[src/common/bppsr_map.vh]
// Register offsets, field positions and codes for the burst preamble and page select registers
`ifndef BPPSR_MAP_VH
`define BPPSR_MAP_VH
// ==========================================
// Register offsets (7-bit host address)
`define BPPSR_OFS_TYPE_HIGH    7'h29
`define BPPSR_OFS_TYPE_LOW     7'h2a
`define BPPSR_OFS_LEN_HIGH     7'h2b
`define BPPSR_OFS_LEN_LOW      7'h2c
`define BPPSR_OFS_PAGE_SEL     7'h7f
// ==========================================
// Page select codes
`define BPPSR_PAGE_CTRL        2'h0
`define BPPSR_PAGE_RX_BUF      2'h1
`define BPPSR_PAGE_TX_BUF      2'h2
`define BPPSR_PAGE_RSVD        2'h3
`define BPPSR_PAGE_RESET       2'h0
// ==========================================
// Data-type preamble fields
`define BPPSR_TYPE_CODE_MSB    4
`define BPPSR_TYPE_CODE_LSB    0
`define BPPSR_ERR_BIT          7
`define BPPSR_DEP_MSB          12
`define BPPSR_DEP_LSB          8
// Data-type codes
`define BPPSR_DT_NULL          5'h00
`define BPPSR_DT_RSVD_A        5'h02
`define BPPSR_DT_PAUSE         5'h03
`define BPPSR_DT_MPEG_FIRST    5'h04
`define BPPSR_DT_AAC           5'h07
`define BPPSR_DT_MPEG_LAST     5'h09
`define BPPSR_DT_RSVD_B        5'h0a
`define BPPSR_DT_RSVD_HI       5'h10
// ==========================================
// Read data for unmapped or reserved locations
`define BPPSR_ZERO_BYTE        8'h00
`define BPPSR_ZERO_WORD        16'h0000
`endif

[src/hw/bppsr_regs.v]
// Burst preamble status registers and register page selection for the serial host port
//
// Overview of operation
// RULE1: Type code in low byte bits 4:0
// RULE2: Codes 04-09 mark the MPEG family
// RULE3: Error bit flags possibly corrupt payload
// RULE4: Type-dependent bits 12:8 pass through raw
// RULE5: Length high byte at offset 2B
// RULE6: Length low byte at offset 2C
// RULE7: Page field routes host to page
// RULE8: Page resets to control page
// RULE9: Page register decoded on every page
// RULE10: Page register bits 7:2 read zero
// RULE11: Selected page steers reads and writes
// RULE12: Type high byte at offset 29
// RULE13: Length in bits, type identifies data
// RULE14: Registers updated from receiver decode
// RULE15: Writes to status registers are ignored
`timescale 1ns/100ps
`include "bppsr_map.vh"
module bppsr_regs #(
  parameter AW = 7,   // Host address width
  parameter DW = 8    // Host data width
) (
  input  wire          ref_clk,
  input  wire          rst_n,
  // Host port access, already in this clock domain
  input  wire          host_wr,
  input  wire          host_rd,
  input  wire [AW-1:0] host_addr,
  input  wire [DW-1:0] host_wdata,
  output reg  [DW-1:0] host_rdata,
  output reg           host_rvalid,
  // Receiver preamble decode, from the receiver clock domain
  input  wire          rx_pre_valid,
  input  wire [15:0]   rx_type_word,
  input  wire [15:0]   rx_len_word,
  // Routed accesses to the other pages
  output wire [1:0]    page_sel,
  output wire          page_select_high_bit,
  output wire          page_select_low_bit,
  output wire          page_ctrl_sel,
  output wire          page_rx_sel,
  output wire          page_tx_sel,
  output wire          buf_wr,
  output wire          buf_rd,
  output wire [AW-1:0] buf_addr,
  output wire [DW-1:0] buf_wdata,
  input  wire [DW-1:0] buf_rdata,
  // Decoded type classification
  output reg           type_is_null,
  output reg           type_is_pause,
  output reg           type_is_mpeg,
  output reg           type_is_aac,
  output reg           type_reserved,
  output reg           payload_err
);
  // ==========================================
  // Reset release
  reg       rst_meta;     // First reset stage
  reg       rst_sync_n;   // Reset used by the rest of the block

  // Release reset through two flops, assert at once
  always @(posedge ref_clk or negedge rst_n) begin
    if (!rst_n) begin
      rst_meta   <= 1'b0;
      rst_sync_n <= 1'b0;
    end else begin
      rst_meta   <= 1'b1;
      rst_sync_n <= rst_meta;
    end
  end

  // ==========================================
  // Receiver crossing
  wire [32:0] rx_sync;     // Synchronised valid and words
  reg         vld_d;       // Last synchronised valid, for edge detect
  reg         vld_d2;      // One cycle older, so the words are taken a cycle after valid
  reg  [15:0] type_word;   // Held data-type preamble
  reg  [15:0] len_word;    // Held burst-length preamble (in bits)

  // Words must be stable while valid is high; only valid's rise loads them
  bppsr_sync #(
    .WIDTH (33)
  ) u_sync (
    .clk   (ref_clk),
    .rst_n (rst_sync_n),
    .din   ({rx_pre_valid, rx_type_word, rx_len_word}),
    .dout  (rx_sync)
  );

  // RULE14: receiver load
  // RULE13: words kept as received
  always @(posedge ref_clk or negedge rst_sync_n) begin
    if (!rst_sync_n) begin
      vld_d     <= 1'b0;
      vld_d2    <= 1'b0;
      type_word <= `BPPSR_ZERO_WORD;
      len_word  <= `BPPSR_ZERO_WORD;
    end else begin
      vld_d  <= rx_sync[32];
      vld_d2 <= vld_d;
      // Words are taken one cycle after the synchronised rise: they were sampled an edge
      // after valid, so a word that changes together with valid is never caught mid-flight
      if (vld_d && !vld_d2) begin
        type_word <= rx_sync[31:16];
        len_word  <= rx_sync[15:0];
      end
    end
  end

  // ==========================================
  // Type classification
  function in_range;
    input [4:0] code;
    input [4:0] lo;
    input [4:0] hi;
    begin
      in_range = (code >= lo) && (code <= hi);
    end
  endfunction

  wire [4:0] type_code = type_word[`BPPSR_TYPE_CODE_MSB:`BPPSR_TYPE_CODE_LSB];

  // RULE1: code decode
  // RULE2: MPEG family decode
  // RULE3: error flag
  always @(posedge ref_clk or negedge rst_sync_n) begin
    if (!rst_sync_n) begin
      type_is_null  <= 1'b0;
      type_is_pause <= 1'b0;
      type_is_mpeg  <= 1'b0;
      type_is_aac   <= 1'b0;
      type_reserved <= 1'b0;
      payload_err   <= 1'b0;
    end else begin
      type_is_null  <= (type_code == `BPPSR_DT_NULL);
      type_is_pause <= (type_code == `BPPSR_DT_PAUSE);
      type_is_mpeg  <= in_range(type_code, `BPPSR_DT_MPEG_FIRST, `BPPSR_DT_MPEG_LAST);
      type_is_aac   <= (type_code == `BPPSR_DT_AAC);
      type_reserved <= (type_code == `BPPSR_DT_RSVD_A) || (type_code == `BPPSR_DT_RSVD_B) ||
                       (type_code >= `BPPSR_DT_RSVD_HI);
      payload_err   <= type_word[`BPPSR_ERR_BIT];
    end
  end

  // ==========================================
  // Page selection
  reg  [1:0] page;         // Current page
  wire       hit_page = (host_addr == `BPPSR_OFS_PAGE_SEL);

  // RULE9: decoded on all pages
  // RULE8: reset to control page
  always @(posedge ref_clk or negedge rst_sync_n) begin
    if (!rst_sync_n) begin
      page <= `BPPSR_PAGE_RESET;
    end else if (host_wr && hit_page) begin
      page <= host_wdata[1:0];
    end
  end

  // RULE7: page routing
  assign page_sel             = page;
  assign page_select_high_bit = page[1];
  assign page_select_low_bit  = page[0];
  assign page_ctrl_sel        = (page == `BPPSR_PAGE_CTRL);
  assign page_rx_sel          = (page == `BPPSR_PAGE_RX_BUF);
  assign page_tx_sel          = (page == `BPPSR_PAGE_TX_BUF);

  // RULE11: page steers both directions; reserved page reaches nothing
  // RULE15: status writes dropped, page 0 writes go nowhere here
  assign buf_wr    = host_wr && !hit_page && (page_rx_sel || page_tx_sel);
  assign buf_rd    = host_rd && !hit_page && (page_rx_sel || page_tx_sel);
  assign buf_addr  = host_addr;
  assign buf_wdata = host_wdata;

  // ==========================================
  // Read data mux, one cycle after the read strobe
  reg [DW-1:0] next_rdata;

  // Address decode with page qualification
  always @* begin
    next_rdata = `BPPSR_ZERO_BYTE;
    if (hit_page) begin
      // RULE10: upper bits zero
      next_rdata = {6'h00, page};
    end else if (page_rx_sel || page_tx_sel) begin
      next_rdata = buf_rdata;
    end else if (page_ctrl_sel && host_addr == `BPPSR_OFS_TYPE_HIGH) begin
      // RULE12: type high byte
      // RULE4: bits 12:8 raw
      next_rdata = type_word[15:8];
    end else if (page_ctrl_sel && host_addr == `BPPSR_OFS_TYPE_LOW) begin
      next_rdata = type_word[7:0];
    end else if (page_ctrl_sel && host_addr == `BPPSR_OFS_LEN_HIGH) begin
      // RULE5: length high
      next_rdata = len_word[15:8];
    end else if (page_ctrl_sel && host_addr == `BPPSR_OFS_LEN_LOW) begin
      // RULE6: length low
      next_rdata = len_word[7:0];
    end
  end

  // Registered read answer
  always @(posedge ref_clk or negedge rst_sync_n) begin
    if (!rst_sync_n) begin
      host_rdata  <= `BPPSR_ZERO_BYTE;
      host_rvalid <= 1'b0;
    end else begin
      host_rvalid <= host_rd;
      if (host_rd) begin
        host_rdata <= next_rdata;
      end
    end
  end
endmodule

[src/hw/bppsr_sync.v]
// Two-flop synchroniser for a bus of levels arriving from outside the clock domain
`timescale 1ns/100ps
module bppsr_sync #(
  parameter WIDTH = 1
) (
  input  wire             clk,
  input  wire             rst_n,
  input  wire [WIDTH-1:0] din,
  output reg  [WIDTH-1:0] dout
);
  // ==========================================
  // Synchroniser stages
  reg [WIDTH-1:0] meta;  // First stage, read only by the second

  // First stage feeds only the second stage
  always @(posedge clk or negedge rst_n) begin
    if (!rst_n) begin
      meta <= {WIDTH{1'b0}};
      dout <= {WIDTH{1'b0}};
    end else begin
      meta <= din;
      dout <= meta;
    end
  end
endmodule

[config.mk]
export PLATFORM = sky130hd
export DESIGN_NAME = bppsr_regs
export DESIGN_NICKNAME = d
export VERILOG_FILES = /design/src/hw/bppsr_regs.v /design/src/hw/bppsr_sync.v
export VERILOG_INCLUDE_DIRS = /design/src /design/src/common
export SDC_FILE = /design/constraint.sdc
export NUM_CORES = 1
export LEC_CHECK = 0
export BUFFER_PORTS_ARGS = -buffer_cell sky130_fd_sc_hd__buf_2
export CAP_MARGIN = 15
export CORE_ASPECT_RATIO = 0.5
export CORE_MARGIN = 10
export CORE_UTILIZATION = 41
export CTS_CLUSTER_DIAMETER = 120
export CTS_CLUSTER_SIZE = 25
export DETAILED_ROUTE_END_ITERATION = 10
export GPL_ROUTABILITY_DRIVEN = 0
export HOLD_SLACK_MARGIN = 0.12
export PLACE_DENSITY_LB_ADDON = 0.08
export SLEW_MARGIN = 10
export SYNTH_ARGS = -nofsm -noshare
export SYNTH_HDL_FRONTEND = slang
export SYNTH_HIERARCHICAL = 1
export SYNTH_SLANG_ARGS = --single-unit
[constraint.sdc]
create_clock -name ref_clk -period 8.44 [get_ports ref_clk]
set_input_delay 0.422 -clock ref_clk [delete_from_list [all_inputs] [get_ports ref_clk]]
set_output_delay 0.422 -clock ref_clk [all_outputs]
set_load 0.02 [all_outputs]
After elaboration in Yosys (flattened, before gate mapping) --
Index checks and enable logic that the tools add are counted.
Word-level totals: bits of input ports 60, logic and storage cells 55, register bits after elaboration 119, output and inout port bits 39
Cells by class: reduce and logical (&&, ||, !) cells 18, muxes and demuxes 6, magnitude comparators 3, equal/unequal tests 11
Operators with widths (count):
- 8-bit two-way mux | 6
- 7-bit by 6-bit equality test with 1-bit output (second input constant) | 4
- 1-bit logical AND | 11
- 5-bit by 2-bit equality test with 1-bit output (second input constant) | 2
- 7-bit equality test (second input constant) | 1
- 5-bit by 3-bit equality test with 1-bit output (second input constant) | 1
- 5-bit by 4-bit equality test with 1-bit output (second input constant) | 1
- 5-bit by 3-bit greater-or-equal comparator with 1-bit output (second input constant) | 1
- 5-bit greater-or-equal comparator (second input constant) | 1
- 5-bit by 4-bit less-or-equal comparator with 1-bit output (second input constant) | 1
- 5-bit logical NOT | 1
- 1-bit logical OR | 3
- 2-bit by 1-bit equality test with 1-bit output (second input constant) | 1
- 2-bit equality test (second input constant) | 1
- 1-bit logical NOT | 2
- 2-bit logical NOT | 1

Logic depth before layout (Yosys ltp) --
word-level depth 8, mapped depth 7, mapped depth without buffers 6

Modules after synthesis --
Netlist, hierarchy kept.
Modules (own cells, without submodules):
- bppsr_regs | seq. area each 1326.3 um^2, cells each 211, area each 2491.1 um^2, instances 1
- bppsr_sync | seq. area each 1651.6 um^2, cells each 66, area each 1651.6 um^2, instances 1

Worst setup path before layout --
No wires, ideal clock.
path kind register to output, start register page[1], in the netlist page_sel[1], end output port buf_wr, required time 8.018 ns, buffers on the path 1, setup slack 6.478 ns, stages on the path, launching flop included 6, data arrival time 1.540 ns, path through dfrtp_1 > inv_1 > ha_1 > clkbuf_1 > nand2_1 > nor2_1
Between the ends: cells in the longest elaborated chain, start to end 3, elaborated cells on any way between the ends 4, those cells by class eq/ne: 2; reduce/logical: 2
RTL lines:
- start, declared | line bppsr_regs.v:149 | reg [1:0] page;
- start signal, assigned | line bppsr_regs.v:156 | page <= `BPPSR_PAGE_RESET;
- start signal, assigned | line bppsr_regs.v:158 | page <= host_wdata[1:0];
- 2-bit by 1-bit equality test with 1-bit output (no source line) / 2-bit equality test (equally long branches)
- 1-bit logical OR * | line bppsr_regs.v:172 | assign buf_wr = host_wr && !hit_page && (page_rx_sel || page_tx_sel);
- 1-bit logical AND * | line bppsr_regs.v:172
- end, declared | line bppsr_regs.v:45 | output wire buf_wr,
Every way passes the cells marked *; elsewhere a longest branch is shown, timed or not.

Worst setup path after layout --
start register page[1], in the netlist page_sel[1], end output port buf_rd
Between the ends: cells in the longest elaborated chain, start to end 3, elaborated cells on any way between the ends 4, those cells by class eq/ne: 2; reduce/logical: 2
RTL lines:
- 2-bit by 1-bit equality test with 1-bit output (no source line) / 2-bit equality test (equally long branches)
- 1-bit logical OR * | line bppsr_regs.v:173 | assign buf_rd = host_rd && !hit_page && (page_rx_sel || page_tx_sel);
- 1-bit logical AND * | line bppsr_regs.v:173
- end, declared | line bppsr_regs.v:46 | output wire buf_rd,
Marked as above.

==> impl_metrics.py <==
metrics = {
    "place": {
        "dpl.hpwl_um": 5957,
        "port_buffers": 86,
        "placed_area_um2": 4574,
    },
    "setup_path": {
        "cp_slowest_cell": "ha_1",
        "critPathMaxStageDelay_ns": 0.56,
        "start_kind": "register",
        "critPathLaunch": "page_sel[1]",
        "end_kind": "output port",
        "worstPathArrival_ns": 1.86,
        "required_ns": 8.02,
        "worstPathCellList": "inv_1 > ha_1 > inv_1 > nor2_1 > buf_2",
        "cpLargestDelayFamily": "adder cells",
        "crit_top_cell": "inv_1",
        "worstPathMaxFanout": 13,
        "critPathBufInv": 3,
        "r2r-start": "page_sel[1]",
        "critPathKind": "reg2out",
    },
    "detailed_routing": {
        "antenna_left": 0,
        "drtPass1Iterations": 4,
        "drt_iter0_markers": 123,
        "viasPerCell": 4.629,
        "avgRoutedWirePerCell_um": 15.70,
        "vias": 2486,
        "drc": 0,
        "totalWireLength_um": 8433,
    },
    "sta": {
        "fin_skew_ns": 0.008104,
        "worst_slew_pin_slew_ns": 0.9427,
        "rsz0062_at_grt": "no",
        "final-hold-violation-count": 0,
        "fmax_mhz": 439.1,
        "min_period_ns": 2.277,
        "finalSetupViolCount": 0,
        "final.period_utilization_pct": 26.98,
        "tns_ns": 0,
        "slew_headroom_pct": 37.16,
        "drv_slew": 0,
    },
    "yosys": {
        "synth_compound_area_share_pct": 7.611,
        "ys_seq_area_share_pct": 71.88,
        "ys_ff_latch": 119,
        "synth-xor-area-share_pct": 0,
        "ys_types": 33,
        "synth_top_area_share_pct": 71.88,
        "synth_top_family_by_area": "multiplexers",
        "syn_avg_cell_area_um2": 14.96,
        "syn-cell-area_um2": 4143,
        "synth_largest_area_cell": "dfrtp_1",
        "synth_simple_gate_area_share_pct": 4.591,
        "synth_area_leaders": "dfrtp_1 (72%), mux2_2 (9.0%), buf_4 (3.1%), a22oi_1 (2.2%), a21o_1 (1.3%)",
        "synthAdderAreaFrac_pct": 0.9061,
        "syn-num-nets": 340,
        "synth.mux.area_fraction_pct": 9.453,
        "synthCells": 277,
        "yosys_warnings": 6,
    },
    "grt": {
        "grt_usage_pct": 11.96,
        "overflow": 0,
        "antenna_found_initial": 0,
        "grt_pass1_wl_um": 13970,
        "grt_max_degree": 79,
        "grt_pass1_vias": 2740,
    },
    "cells_and_area": {
        "stdcell_area_um2": 5535,
        "synthToLayoutAreaGrowth_pct": 33.62,
        "drive_gt1_share_pct": 39.30,
        "diodes": 0,
        "layout_commonest_cell": "dfrtp_1",
        "layout_common_cells": "dfrtp_1 (118), buf_2 (86), dlygate4sd3_1 (34), mux2_2 (33), clkbuf_16 (17)",
        "fin_nets": 452,
    },
    "floorplan": {
        "die_y_um": 91.08,
        "rows": 25,
        "io_pins": 99,
        "start_util_pct": 43.00,
        "die_w_um": 162.2,
        "dieArea_um2": 14770,
        "design.core.area_um2": 9634,
    },
    "worst_hold_path": {
        "hp-class": "in2reg",
        "min-delay-start": "host_wdata[0]",
    },
    "cts": {
        "root_buffer": "clkbuf_16",
        "htreeDepth": 4,
        "cts_buffer_depth": 2,
        "cts_buffers": 17,
        "clock_latency_ns": 0.40,
        "cts_tree": "done",
        "path_clk_slew_ns": 0.05,
        "cts_sinks": 119,
    },
    "status": {
        "status": "finished, final reports clean",
    },
    "flow_run": {
        "drv_cap": 0,
    },
    "power": {
        "power_density_nw_per_um2": 274.3,
        "p_leak_nw": 2.610,
        "ir_drop_v": 0.0001695,
    },
}
cells in the mapped netlist:
| library cell | number |
|---|---|
| and3b_1 | 2 |
| buf_4 | 17 |
| o22ai_1 | 7 |
| nand2b_1 | 1 |
| a22oi_1 | 12 |
| clkbuf_1 | 4 |
| a21o_1 | 7 |
| dfrtp_1 | 119 |
| mux2i_1 | 2 |
| o21ai_0 | 6 |
| o31ai_1 | 2 |
| buf_2 | 6 |
| or2b_1 | 1 |
| a21oi_1 | 2 |
| nand3b_1 | 1 |
| conb_1 | 1 |
| nor3_2 | 1 |
| nor3b_2 | 1 |
| nand2_1 | 12 |
| o21a_1 | 3 |
| nand3_1 | 2 |
| a31oi_1 | 2 |
| inv_1 | 10 |
| a221oi_1 | 2 |
| nor4_1 | 1 |
| nor2b_1 | 5 |
| ha_1 | 3 |
| and2_1 | 1 |
| mux2_2 | 33 |
| clkbuf_2 | 1 |
| buf_6 | 1 |
| o31ai_4 | 1 |
| nor2_1 | 8 |
logic make-up (layout without fill, tap and decap cells):
| group | after synthesis | count (layout) |
|---|---|---|
| flops | 119 | 119 |
| simple gates | 36 | 36 |
| other cells | 1 | 1 |
| buf+inv | 39 | 164 |
| compound gates | 44 | 44 |
| fa+ha+maj | 3 | 3 |
| mux | 35 | 35 |
power breakdown:
part | internal, mW | total, mW | switching, mW
logic | 0.0639 | 0.130 | 0.0665
clock network | 0.483 | 0.738 | 0.255
registers | 0.618 | 0.650 | 0.0313
total | 1.17 | 1.52 | 0.353
area by class of cell:
cell class / count / area, um2
multi-input combinational: 119 / 940.9
inverter: 10 / 37.54
timing repair buffer: 122 / 785.8
clock buffer: 19 / 452.9
tap: 135 / 168.9
fill: 789 / 4099
sequential: 119 / 2982
clock inverter: 13 / 167.7
metrics by stage:
step | worst slack [ns] | power (mW) | instances | util (%) | hold WS, ns
finish | 6.163 | 1.518 | 537 | 57.45 | 0.2742
global route | 5.979 | 1.583 | 537 | 57.45 | 0.2670
CTS | 6.153 | 1.535 | 532 | 56.94 | 0.1201
detailed placement | 6.313 | 0.7801 | 471 | 47.48 | 0.2119
global placement | 6.548 | 0.7760 | 471 | 47.48 | 0.2072
floorplan | 4.879 | 0.7365 | 277 | - | 0.1264
what timing repair did:
| item | in CTS | in global routing |
|---|---|---|
| setup buffers | 0 | 0 |
| hold buffers | 29 | 5 |
| endpoints found under the hold margin | 30 | 5 |
| gates resized for setup | 0 | 0 |
final timing paths:
check,to,slack [ns],cells past startpoint
setup / recovery,buf_rd,6.16,5
hold / removal,page_sel[0],0.27,2
setup reg to reg,host_rdata[4],6.28,6
hold reg to reg,u_sync/meta[32],0.29,0
max in group asynchronous,u_sync/meta[22],6.82,1
min in group asynchronous,u_sync/meta[32],0.29,0
state kept, by name, indices dropped and copies added (netlist names), 2 cells and up:
name,count
u_sync/dout,33
type_word,16
u_sync/meta,33
page_sel,2
len_word,16
host_rdata,8
layer usage:
metal | vias to the layer above | GRT usage [%] | share of wire [%]
met5 | - | 0 | 0
met4 | 0 | 5.196 | 0.68
met3 | 9 | 5.090 | 6.1
met2 | 67 | 17.09 | 45
met1 | 1247 | 15.51 | 49
li1 | 1163 | - | -
Power figures use the tool's default switching activity.
